### config.mk
export PLATFORM = sky130hd
export DESIGN_NAME = bcsd_top
export DESIGN_NICKNAME = d
export VERILOG_FILES = /design/src/bcsd_pkg.sv /design/src/bcsd_top.sv /design/src/bcsd_cmd_filter.sv
export VERILOG_INCLUDE_DIRS = /design/src /design/src/src
export SDC_FILE = /design/constraint.sdc
export NUM_CORES = 1
export LEC_CHECK = 0
export BUFFER_PORTS_ARGS = -buffer_cell sky130_fd_sc_hd__buf_2
export CAP_MARGIN = 10
export CORE_MARGIN = 2
export CORE_UTILIZATION = 35
export DETAILED_ROUTE_END_ITERATION = 7
export GPL_TIMING_DRIVEN = 0
export SYNTH_ARGS = -nofsm -noshare
export SYNTH_HDL_FRONTEND = slang
export SYNTH_HIERARCHICAL = 1
export SYNTH_SLANG_ARGS = --single-unit
### constraint.sdc
create_clock -name mclk -period 3.35 [get_ports mclk]
set_input_delay 0 -clock mclk [delete_from_list [all_inputs] [get_ports mclk]]
set_output_delay 0 -clock mclk [all_outputs]
set_load 0.03 [all_outputs]
### src/bcsd_cfg.svh
// Constants of the bridge command support decode: pin field positions,
// special cycle encoding of a Type-1 configuration address, reset values.
// Assumes inclusion by bare name from every design file that needs them.
`ifndef BCSD_CFG_SVH
`define BCSD_CFG_SVH

// Configuration address fields on the low address/data lines
`define BCSD_CFG_TYPE_MSB    1
`define BCSD_CFG_TYPE_LSB    0
`define BCSD_CFG_TYPE1       2'h1
`define BCSD_CFG_DEV_MSB     15
`define BCSD_CFG_DEV_LSB     11
`define BCSD_CFG_FUN_MSB     10
`define BCSD_CFG_FUN_LSB     8
`define BCSD_CFG_REG_MSB     7
`define BCSD_CFG_REG_LSB     2

// Type-1 address that asks for a special cycle on the addressed bus
`define BCSD_SC_DEV          5'h1F
`define BCSD_SC_FUN          3'h7
`define BCSD_SC_REG          6'h00

// Reset values
`define BCSD_RST_FRAME_N     1'b1
`define BCSD_RST_CBE         4'hF
`define BCSD_RST_PULSE       1'b0

`endif

### src/bcsd_pkg.sv
// Types of the bridge command support decode: bus command codes and the
// address phase tracker states. No dependencies.
package bcsd_pkg;

  typedef enum logic [3:0] {
    BCSD_INT_ACK   = 4'h0,
    BCSD_SPECIAL   = 4'h1,
    BCSD_IO_RD     = 4'h2,
    BCSD_IO_WR     = 4'h3,
    BCSD_RSVD_4    = 4'h4,
    BCSD_RSVD_5    = 4'h5,
    BCSD_MEM_RD    = 4'h6,
    BCSD_MEM_WR    = 4'h7,
    BCSD_RSVD_8    = 4'h8,
    BCSD_RSVD_9    = 4'h9,
    BCSD_CFG_RD    = 4'hA,
    BCSD_CFG_WR    = 4'hB,
    BCSD_MEM_RDM   = 4'hC,
    BCSD_DAC       = 4'hD,
    BCSD_MEM_RDL   = 4'hE,
    BCSD_MEM_WRI   = 4'hF
  } bcsd_cmd_t;

  typedef enum logic [2:0] {
    BCSD_ST_IDLE = 3'b001,
    BCSD_ST_DAC2 = 3'b010,
    BCSD_ST_BUSY = 3'b100
  } bcsd_state_t;

endpackage

### src/bcsd_top.sv
// Bridge command support decode: tracks address phases on the primary and
// secondary bus, decides claim or ignore per command, vets commands the
// bridge wants to master, and flags Type-1 writes that become special cycles.
// Assumes bus pins arrive from outside the mclk domain, while address hit
// and master request inputs come from decode logic on mclk.
`timescale 1ns/1ps
`default_nettype none
`include "bcsd_cfg.svh"

module bcsd_top #(
  parameter int AD_W = 16
) (
  // Clock, reset, enable
  input  wire logic            mclk,
  input  wire logic            rstn,
  input  wire logic            ce,
  // Primary bus pins
  input  wire logic            p_frame_n,
  input  wire logic [3:0]      p_cbe,
  input  wire logic [AD_W-1:0] p_ad,
  // Primary decode results
  input  wire logic            p_addr_hit,
  input  wire logic            p_sc_bus_hit,
  // Secondary bus pins
  input  wire logic            s_frame_n,
  input  wire logic [3:0]      s_cbe,
  input  wire logic [AD_W-1:0] s_ad,
  // Secondary decode results
  input  wire logic            s_addr_hit,
  input  wire logic            s_sc_bus_hit,
  // Master requests
  input  wire logic            p_mst_req,
  input  wire logic [3:0]      p_mst_cmd,
  input  wire logic            p_mst_type1,
  input  wire logic            s_mst_req,
  input  wire logic [3:0]      s_mst_cmd,
  input  wire logic            s_mst_type1,
  // Primary verdicts
  output logic                 p_claim,
  output logic                 p_ignore,
  output logic [3:0]           p_cmd,
  output logic                 p_dac,
  output logic                 p_mst_ok,
  output logic                 p_mst_deny,
  output logic                 p_sc_gen,
  // Secondary verdicts
  output logic                 s_claim,
  output logic                 s_ignore,
  output logic [3:0]           s_cmd,
  output logic                 s_dac,
  output logic                 s_mst_ok,
  output logic                 s_mst_deny,
  output logic                 s_sc_gen
);

  localparam int NB = 2;

  // Index 0 is the primary bus, index 1 the secondary bus
  logic [NB-1:0]       frame_pin_n;
  logic [3:0]          cbe_pin   [NB];
  logic [AD_W-1:0]     ad_pin    [NB];
  logic [NB-1:0]       hit_in;
  logic [NB-1:0]       sc_hit_in;
  logic [NB-1:0]       mreq_in;
  logic [3:0]          mcmd_in   [NB];
  logic [NB-1:0]       mtype1_in;

  logic [NB-1:0]       claim_reg;
  logic [NB-1:0]       ignore_reg;
  logic [3:0]          cmd_reg   [NB];
  logic [NB-1:0]       dac_reg;
  logic [NB-1:0]       mok_reg;
  logic [NB-1:0]       mdeny_reg;
  logic [NB-1:0]       sc_seen;
  logic [NB-1:0]       sc_gen_reg;

  assign frame_pin_n = {s_frame_n, p_frame_n};
  assign cbe_pin[0]  = p_cbe;
  assign cbe_pin[1]  = s_cbe;
  assign ad_pin[0]   = p_ad;
  assign ad_pin[1]   = s_ad;
  assign hit_in      = {s_addr_hit, p_addr_hit};
  assign sc_hit_in   = {s_sc_bus_hit, p_sc_bus_hit};
  assign mreq_in     = {s_mst_req, p_mst_req};
  assign mcmd_in[0]  = p_mst_cmd;
  assign mcmd_in[1]  = s_mst_cmd;
  assign mtype1_in   = {s_mst_type1, p_mst_type1};

  for (genvar b = 0; b < NB; b++) begin : g_bus
    logic                   frame_s1;
    logic                   frame_s2;
    logic                   frame_s3;
    logic                   frame_ok_n;
    logic [3:0]             cbe_s1;
    logic [3:0]             cbe_s2;
    logic [3:0]             cbe_s3;
    logic [3:0]             cbe_ok;
    logic [AD_W-1:0]        ad_s1;
    logic [AD_W-1:0]        ad_s2;
    logic [AD_W-1:0]        ad_s3;
    logic [AD_W-1:0]        ad_ok;
    bcsd_pkg::bcsd_state_t  state_reg;
    logic                   decide;
    logic                   in_dac;
    logic                   type1;
    logic                   tgt_claim;
    logic                   mst_ok;

    // Three stage capture of the pins; stage 1 feeds stage 2 only
    always_ff @(posedge mclk) begin
      if (!rstn) begin
        frame_s1 <= `BCSD_RST_FRAME_N;
        frame_s2 <= `BCSD_RST_FRAME_N;
        frame_s3 <= `BCSD_RST_FRAME_N;
        cbe_s1   <= `BCSD_RST_CBE;
        cbe_s2   <= `BCSD_RST_CBE;
        cbe_s3   <= `BCSD_RST_CBE;
        ad_s1    <= '0;
        ad_s2    <= '0;
        ad_s3    <= '0;
      end else if (ce) begin
        frame_s1 <= frame_pin_n[b];
        frame_s2 <= frame_s1;
        frame_s3 <= frame_s2;
        cbe_s1   <= cbe_pin[b];
        cbe_s2   <= cbe_s1;
        cbe_s3   <= cbe_s2;
        ad_s1    <= ad_pin[b];
        ad_s2    <= ad_s1;
        ad_s3    <= ad_s2;
      end
    end

    // Accept a bit only once stages 2 and 3 agree; filters metastable splits
    always_ff @(posedge mclk) begin
      if (!rstn) begin
        frame_ok_n <= `BCSD_RST_FRAME_N;
        cbe_ok     <= `BCSD_RST_CBE;
        ad_ok      <= '0;
      end else if (ce) begin
        if (frame_s2 == frame_s3) begin
          frame_ok_n <= frame_s3;
        end
        cbe_ok <= (cbe_s3 & ~(cbe_s2 ^ cbe_s3)) | (cbe_ok & (cbe_s2 ^ cbe_s3));
        ad_ok  <= (ad_s3 & ~(ad_s2 ^ ad_s3)) | (ad_ok & (ad_s2 ^ ad_s3));
      end
    end

    // Decision on the first cycle of frame asserted after idle, or in DAC2 once the code is no longer DAC
    assign in_dac = (state_reg == bcsd_pkg::BCSD_ST_DAC2);
    assign decide = ((state_reg == bcsd_pkg::BCSD_ST_IDLE) || in_dac) && !frame_ok_n
                    && (cbe_ok != bcsd_pkg::BCSD_DAC);
    assign type1  = (ad_ok[`BCSD_CFG_TYPE_MSB:`BCSD_CFG_TYPE_LSB] == `BCSD_CFG_TYPE1);

    always_ff @(posedge mclk) begin
      if (!rstn) begin
        state_reg <= bcsd_pkg::BCSD_ST_IDLE;
      end else if (ce) begin
        unique case (state_reg)
          bcsd_pkg::BCSD_ST_IDLE: begin
            if (!frame_ok_n) begin
              // Dual address: the real command follows one cycle later
              state_reg <= (cbe_ok == bcsd_pkg::BCSD_DAC) ? bcsd_pkg::BCSD_ST_DAC2
                                                          : bcsd_pkg::BCSD_ST_BUSY;
            end
          end
          bcsd_pkg::BCSD_ST_DAC2: begin
            // Agreed code lingers a cycle; wait for the second phase command
            if (frame_ok_n) begin
              state_reg <= bcsd_pkg::BCSD_ST_IDLE;
            end else if (cbe_ok != bcsd_pkg::BCSD_DAC) begin
              state_reg <= bcsd_pkg::BCSD_ST_BUSY;
            end
          end
          bcsd_pkg::BCSD_ST_BUSY: begin
            if (frame_ok_n) begin
              state_reg <= bcsd_pkg::BCSD_ST_IDLE;
            end
          end
          default: begin
            state_reg <= bcsd_pkg::BCSD_ST_IDLE;
          end
        endcase
      end
    end

    bcsd_cmd_filter #(
      .PRIMARY (b == 0)
    ) u_filter (
      .tgt_cmd   (cbe_ok),
      .tgt_type1 (type1),
      .tgt_dac   (in_dac),
      .tgt_hit   (hit_in[b]),
      .mst_cmd   (mcmd_in[b]),
      .mst_type1 (mtype1_in[b]),
      .tgt_claim (tgt_claim),
      .mst_ok    (mst_ok)
    );

    // Claim or ignore verdict, one pulse per address phase
    always_ff @(posedge mclk) begin
      if (!rstn) begin
        claim_reg[b]  <= `BCSD_RST_PULSE;
        ignore_reg[b] <= `BCSD_RST_PULSE;
        cmd_reg[b]    <= `BCSD_RST_CBE;
        dac_reg[b]    <= `BCSD_RST_PULSE;
      end else if (ce) begin
        claim_reg[b]  <= decide & tgt_claim;
        ignore_reg[b] <= decide & ~tgt_claim;
        if (decide) begin
          cmd_reg[b] <= cbe_ok;
          dac_reg[b] <= in_dac;
        end
      end
    end

    // Master vetting, answered one cycle after each request
    always_ff @(posedge mclk) begin
      if (!rstn) begin
        mok_reg[b]   <= `BCSD_RST_PULSE;
        mdeny_reg[b] <= `BCSD_RST_PULSE;
      end else if (ce) begin
        mok_reg[b]   <= mreq_in[b] & mst_ok;
        mdeny_reg[b] <= mreq_in[b] & ~mst_ok;
      end
    end

    // Claimed Type-1 write carrying the special cycle address for a far bus
    assign sc_seen[b] = decide && tgt_claim && type1 && sc_hit_in[b]
                        && (cbe_ok == bcsd_pkg::BCSD_CFG_WR)
                        && (ad_ok[`BCSD_CFG_DEV_MSB:`BCSD_CFG_DEV_LSB] == `BCSD_SC_DEV)
                        && (ad_ok[`BCSD_CFG_FUN_MSB:`BCSD_CFG_FUN_LSB] == `BCSD_SC_FUN)
                        && (ad_ok[`BCSD_CFG_REG_MSB:`BCSD_CFG_REG_LSB] == `BCSD_SC_REG);
  end

  // Special cycle is produced on the bus opposite the one that asked
  always_ff @(posedge mclk) begin
    if (!rstn) begin
      sc_gen_reg <= '0;
    end else if (ce) begin
      sc_gen_reg <= {sc_seen[0], sc_seen[1]};
    end
  end

  assign p_claim    = claim_reg[0];
  assign p_ignore   = ignore_reg[0];
  assign p_cmd      = cmd_reg[0];
  assign p_dac      = dac_reg[0];
  assign p_mst_ok   = mok_reg[0];
  assign p_mst_deny = mdeny_reg[0];
  assign p_sc_gen   = sc_gen_reg[0];
  assign s_claim    = claim_reg[1];
  assign s_ignore   = ignore_reg[1];
  assign s_cmd      = cmd_reg[1];
  assign s_dac      = dac_reg[1];
  assign s_mst_ok   = mok_reg[1];
  assign s_mst_deny = mdeny_reg[1];
  assign s_sc_gen   = sc_gen_reg[1];

endmodule

`default_nettype wire

### src/bcsd_cmd_filter.sv
// Per-bus command support table: which commands this bus side may claim
// as a target and which it may issue as a master.
// Purely combinational; the caller registers the results.
`timescale 1ns/1ps
`default_nettype none

module bcsd_cmd_filter #(
  parameter bit PRIMARY = 1'b1
) (
  // Target side, command seen in an address phase
  input  wire logic [3:0] tgt_cmd,
  input  wire logic       tgt_type1,
  input  wire logic       tgt_dac,
  input  wire logic       tgt_hit,
  // Master side, command the bridge wants to issue
  input  wire logic [3:0] mst_cmd,
  input  wire logic       mst_type1,
  // Verdicts
  output logic            tgt_claim,
  output logic            mst_ok
);

  logic tgt_supported;

  always_comb begin
    tgt_supported = 1'b0;
    if (tgt_dac) begin
      // Only memory commands may follow a dual address phase
      unique case (bcsd_pkg::bcsd_cmd_t'(tgt_cmd))
        bcsd_pkg::BCSD_MEM_WR,
        bcsd_pkg::BCSD_MEM_WRI,
        bcsd_pkg::BCSD_MEM_RD,
        bcsd_pkg::BCSD_MEM_RDL,
        bcsd_pkg::BCSD_MEM_RDM: tgt_supported = 1'b1;
        default:                tgt_supported = 1'b0;
      endcase
    end else begin
      unique case (bcsd_pkg::bcsd_cmd_t'(tgt_cmd))
        bcsd_pkg::BCSD_INT_ACK: tgt_supported = 1'b0;
        bcsd_pkg::BCSD_SPECIAL: tgt_supported = 1'b0;
        bcsd_pkg::BCSD_RSVD_4,
        bcsd_pkg::BCSD_RSVD_5,
        bcsd_pkg::BCSD_RSVD_8,
        bcsd_pkg::BCSD_RSVD_9:  tgt_supported = 1'b0;
        bcsd_pkg::BCSD_CFG_RD:  tgt_supported = PRIMARY;
        bcsd_pkg::BCSD_CFG_WR:  tgt_supported = PRIMARY | tgt_type1;
        // A DAC first phase is resolved by its second phase
        bcsd_pkg::BCSD_DAC:     tgt_supported = 1'b0;
        default:                tgt_supported = 1'b1;
      endcase
    end
    // Positive decode only: no hit, no claim
    tgt_claim = tgt_supported & tgt_hit;
  end

  always_comb begin
    unique case (bcsd_pkg::bcsd_cmd_t'(mst_cmd))
      bcsd_pkg::BCSD_INT_ACK: mst_ok = 1'b0;
      bcsd_pkg::BCSD_RSVD_4,
      bcsd_pkg::BCSD_RSVD_5,
      bcsd_pkg::BCSD_RSVD_8,
      bcsd_pkg::BCSD_RSVD_9:  mst_ok = 1'b0;
      bcsd_pkg::BCSD_CFG_RD:  mst_ok = ~PRIMARY;
      bcsd_pkg::BCSD_CFG_WR:  mst_ok = ~PRIMARY | mst_type1;
      default:                mst_ok = 1'b1;
    endcase
  end

endmodule

`default_nettype wire

==> out/qor.txt <==
status: finished, final reports clean
clock-pin slew on the worst setup and hold paths: 0.07 ns
Placed Cells: 1142
Clock H-tree levels: 4
DRT antenna net count: 0
Worst Skew: 0.00948 ns
IO Count: 81
drt pass-1 iters: 5
chip width: 152 um
FFs w/ async S/R, synth: 0%
Port Buffers: 78
post-synthesis cell area: 7620 um2
Worst Path Required: 3.68 ns
Syn-to-layout area delta: 24.2%
number of global-route vias before repair: 5526
Tmin final: 2.48 ns
Max Buffers Root-to-Sink: 2
worst path cell trace: clkbuf_1 > nand2b_1 > nor2_1 > and3b_1 > o221a_1 > nand4_1 > or4_1 > o41ai_1
Die Ht: 152 um
CTS Root Cell: clkbuf_16
via count: 5913
first-pass GRT wire length: 28100 um
initial antenna violation count: 0
Pins Over Slew Limit: 0
via/cell ratio: 4.83
grt ovf: 0
reg2reg start: g_bus[1].state_reg[0]
GRT Overall Usage: 15.7%
Post-route DRC: 0
crit path kind: register to register
register area: 3960 um2
Setup crit end kind: register
Final Total Pwr: 4880 uW
warnings from Yosys: 6
r2r setup slk: 0.87 ns
Syn Area/Cell: 9.66 um2
Min Hold Slack: 0.0193 ns
final hold vios: 0
Mapped Nets: 850
peak supply drop: 0.000307 V
crit path buf inv count: 1
Layout Cells excl Fill: 1223
layout cells sized above 1: 14.5%
Post-Synthesis Cells: 789
top_reg_cell synth: dfxtp_1
area occupied by multi-input gates: 3410 um2
critical path's top delay family: simple AND/OR/NAND/NOR gates
core area: 21200 um2
largest net degree at the start of global routing: 19
setup_tns: 0 ns
Initial Util: 35.9%
max-cap violations: 0
EDFF count, synth: 8
Final Setup Violations: 0
PwrDens: 516 nW/um2
Sink Count: 194
hold_sp: s_sc_bus_hit
HP Class: input pin to register
register area share after synthesis: 52.0%
number of inserted diodes: 0
Post-DP HPWL: 12100 um
Slew Limit Headroom: 48.1%
CP max FO: 9
# rows: 53
Die Footprint: 23000 um2
Worst setup SP type: register
drt wl/cell: 14.5 um
CTS tree: done
Unique masters post-synth: 53
origin of the worst setup path: g_bus[1].state_reg[0]
postcts setup bufs: 0
CTS Buf Count: 17
1st-iter DRT viols: 324
Fmax: 403 MHz
CP peak stage delay: 0.55 ns
fin nets: 996
Worst-Margin Slew: 0.779 ns
count of state elements after synthesis: 194
fillers: 2072
leakage: 0.00408 uW
clk_lat worst skew: 0.43 ns
slowest CP cell: or4_1
RSZ-0062 raised after global routing: no
Critical Path AT: 2.81 ns
Tcrit/Tclk final: 74.0%
global placement routability congestion: 0.750
drt total wl: 17700 um
area by class of cell:
class / count / share of cell area (%)
buffer: 51 / 2.26
sequential: 194 / 41.9
clock buffer: 20 / 4.83
inverter: 8 / 0.317
multi-input combinational: 536 / 36.0
timing repair buffer: 127 / 9.31
tap: 275 / 3.64
clock inverter: 12 / 1.72
stage by stage:
step,utilization [%],worst slack (ns),cell area (um2)
after global placement,39.4,0.941,8350
final,44.6,0.871,9460
after floorplan,-,1.26,7620
after CTS,44.6,0.900,9460
after global routing,44.6,0.777,9460
after detailed placement,39.4,0.952,8350
synth_stat cells (2+ instances only):
cell type,instances,share of area (%)
a21oi_1,59,3.9
o21ai_0,50,3.3
or4b_1,2,0.26
dfxtp_1,186,49
nand2_1,76,3.7
xnor2_1,3,0.34
o31ai_1,4,0.39
inv_1,6,0.30
edfxtp_1,8,3.2
buf_1,4,0.20
buf_2,12,0.79
nand2b_1,15,1.2
nand4_1,5,0.41
o41ai_1,2,0.23
or2_2,8,0.66
nand3b_1,8,0.79
nor3b_1,3,0.30
clkbuf_1,34,1.7
or4_1,3,0.30
nor2_1,101,5.0
nand3_1,3,0.20
nor2b_1,6,0.49
mux2i_1,126,17
nand4b_1,5,0.57
a21o_1,32,3.2
cell usage in the layout, fill, tap and decap left out, drive strengths merged, types with 3 or more instances in the layout:
master	Yosys	routed
a21o	32	32
a21oi	59	59
buf	17	95
clkbuf	34	54
clkinv	1	4
dfxtp	186	186
dlygate4sd3	0	49
edfxtp	8	8
inv	7	14
mux2i	126	126
nand2	76	76
nand2b	15	15
nand3	3	3
nand3b	8	8
nand4	5	5
nand4b	5	5
nor2	101	101
nor2b	6	6
nor3b	3	3
o21ai	50	50
o31ai	4	4
o41ai	3	3
or2	8	8
or4	4	4
xnor2	3	3
path summary, 6_finish.rpt:
check / to / depth (start not counted)
setup / recovery: sc_gen_reg[0] / 8
hold / removal: sc_gen_reg[0] / 4
setup reg to reg: sc_gen_reg[0] / 8
hold reg to reg: sc_gen_reg[0] / 2
kinds of logic after synthesis:
family                 count (synthesis)  share of synthesized area [%]
flip-flops                           194                           52.0
buffers and inverters                 59                           3.20
XOR/XNOR                               4                          0.460
multiplexers                         126                           16.6
AND/OR/NAND/NOR                      243                           14.8
AO/OA/AOI/OAI                        163                           12.9
worst register-to-register path, cell delays in order (launching register included):
cell and delay, ns:
dfxtp_1 0.31, clkbuf_1 0.28, nand2b_1 0.24, nor2_1 0.08
and3b_1 0.23, o221a_1 0.24, nand4_1 0.15, or4_1 0.55
o41ai_1 0.31
routing by layer:
layer  vias up  global-route usage, %  routed length [um]
met4         0                   3.70                 137
met5         -                      0                   0
met3         7                   3.68                 604
li1       3025                      -                   -
met2        84                   25.2                7970
met1      2797                   21.4                9000
power breakdown:
part	internal [uW]	leakage, uW	switching (uW)
clock	1180	0.000306	950
sequential	2380	0.00157	39.4
combinational	158	0.00221	178
total	3710	0.00408	1170
repair_timing:
| action | 4_1_cts | 5_1_grt |
|---|---|---|
| gates resized for setup | 0 | 0 |
| endpoints found under the hold margin | 48 | 0 |
| hold buffers | 49 | 0 |
No activity file was read; power rests on OpenSTA's default activity.
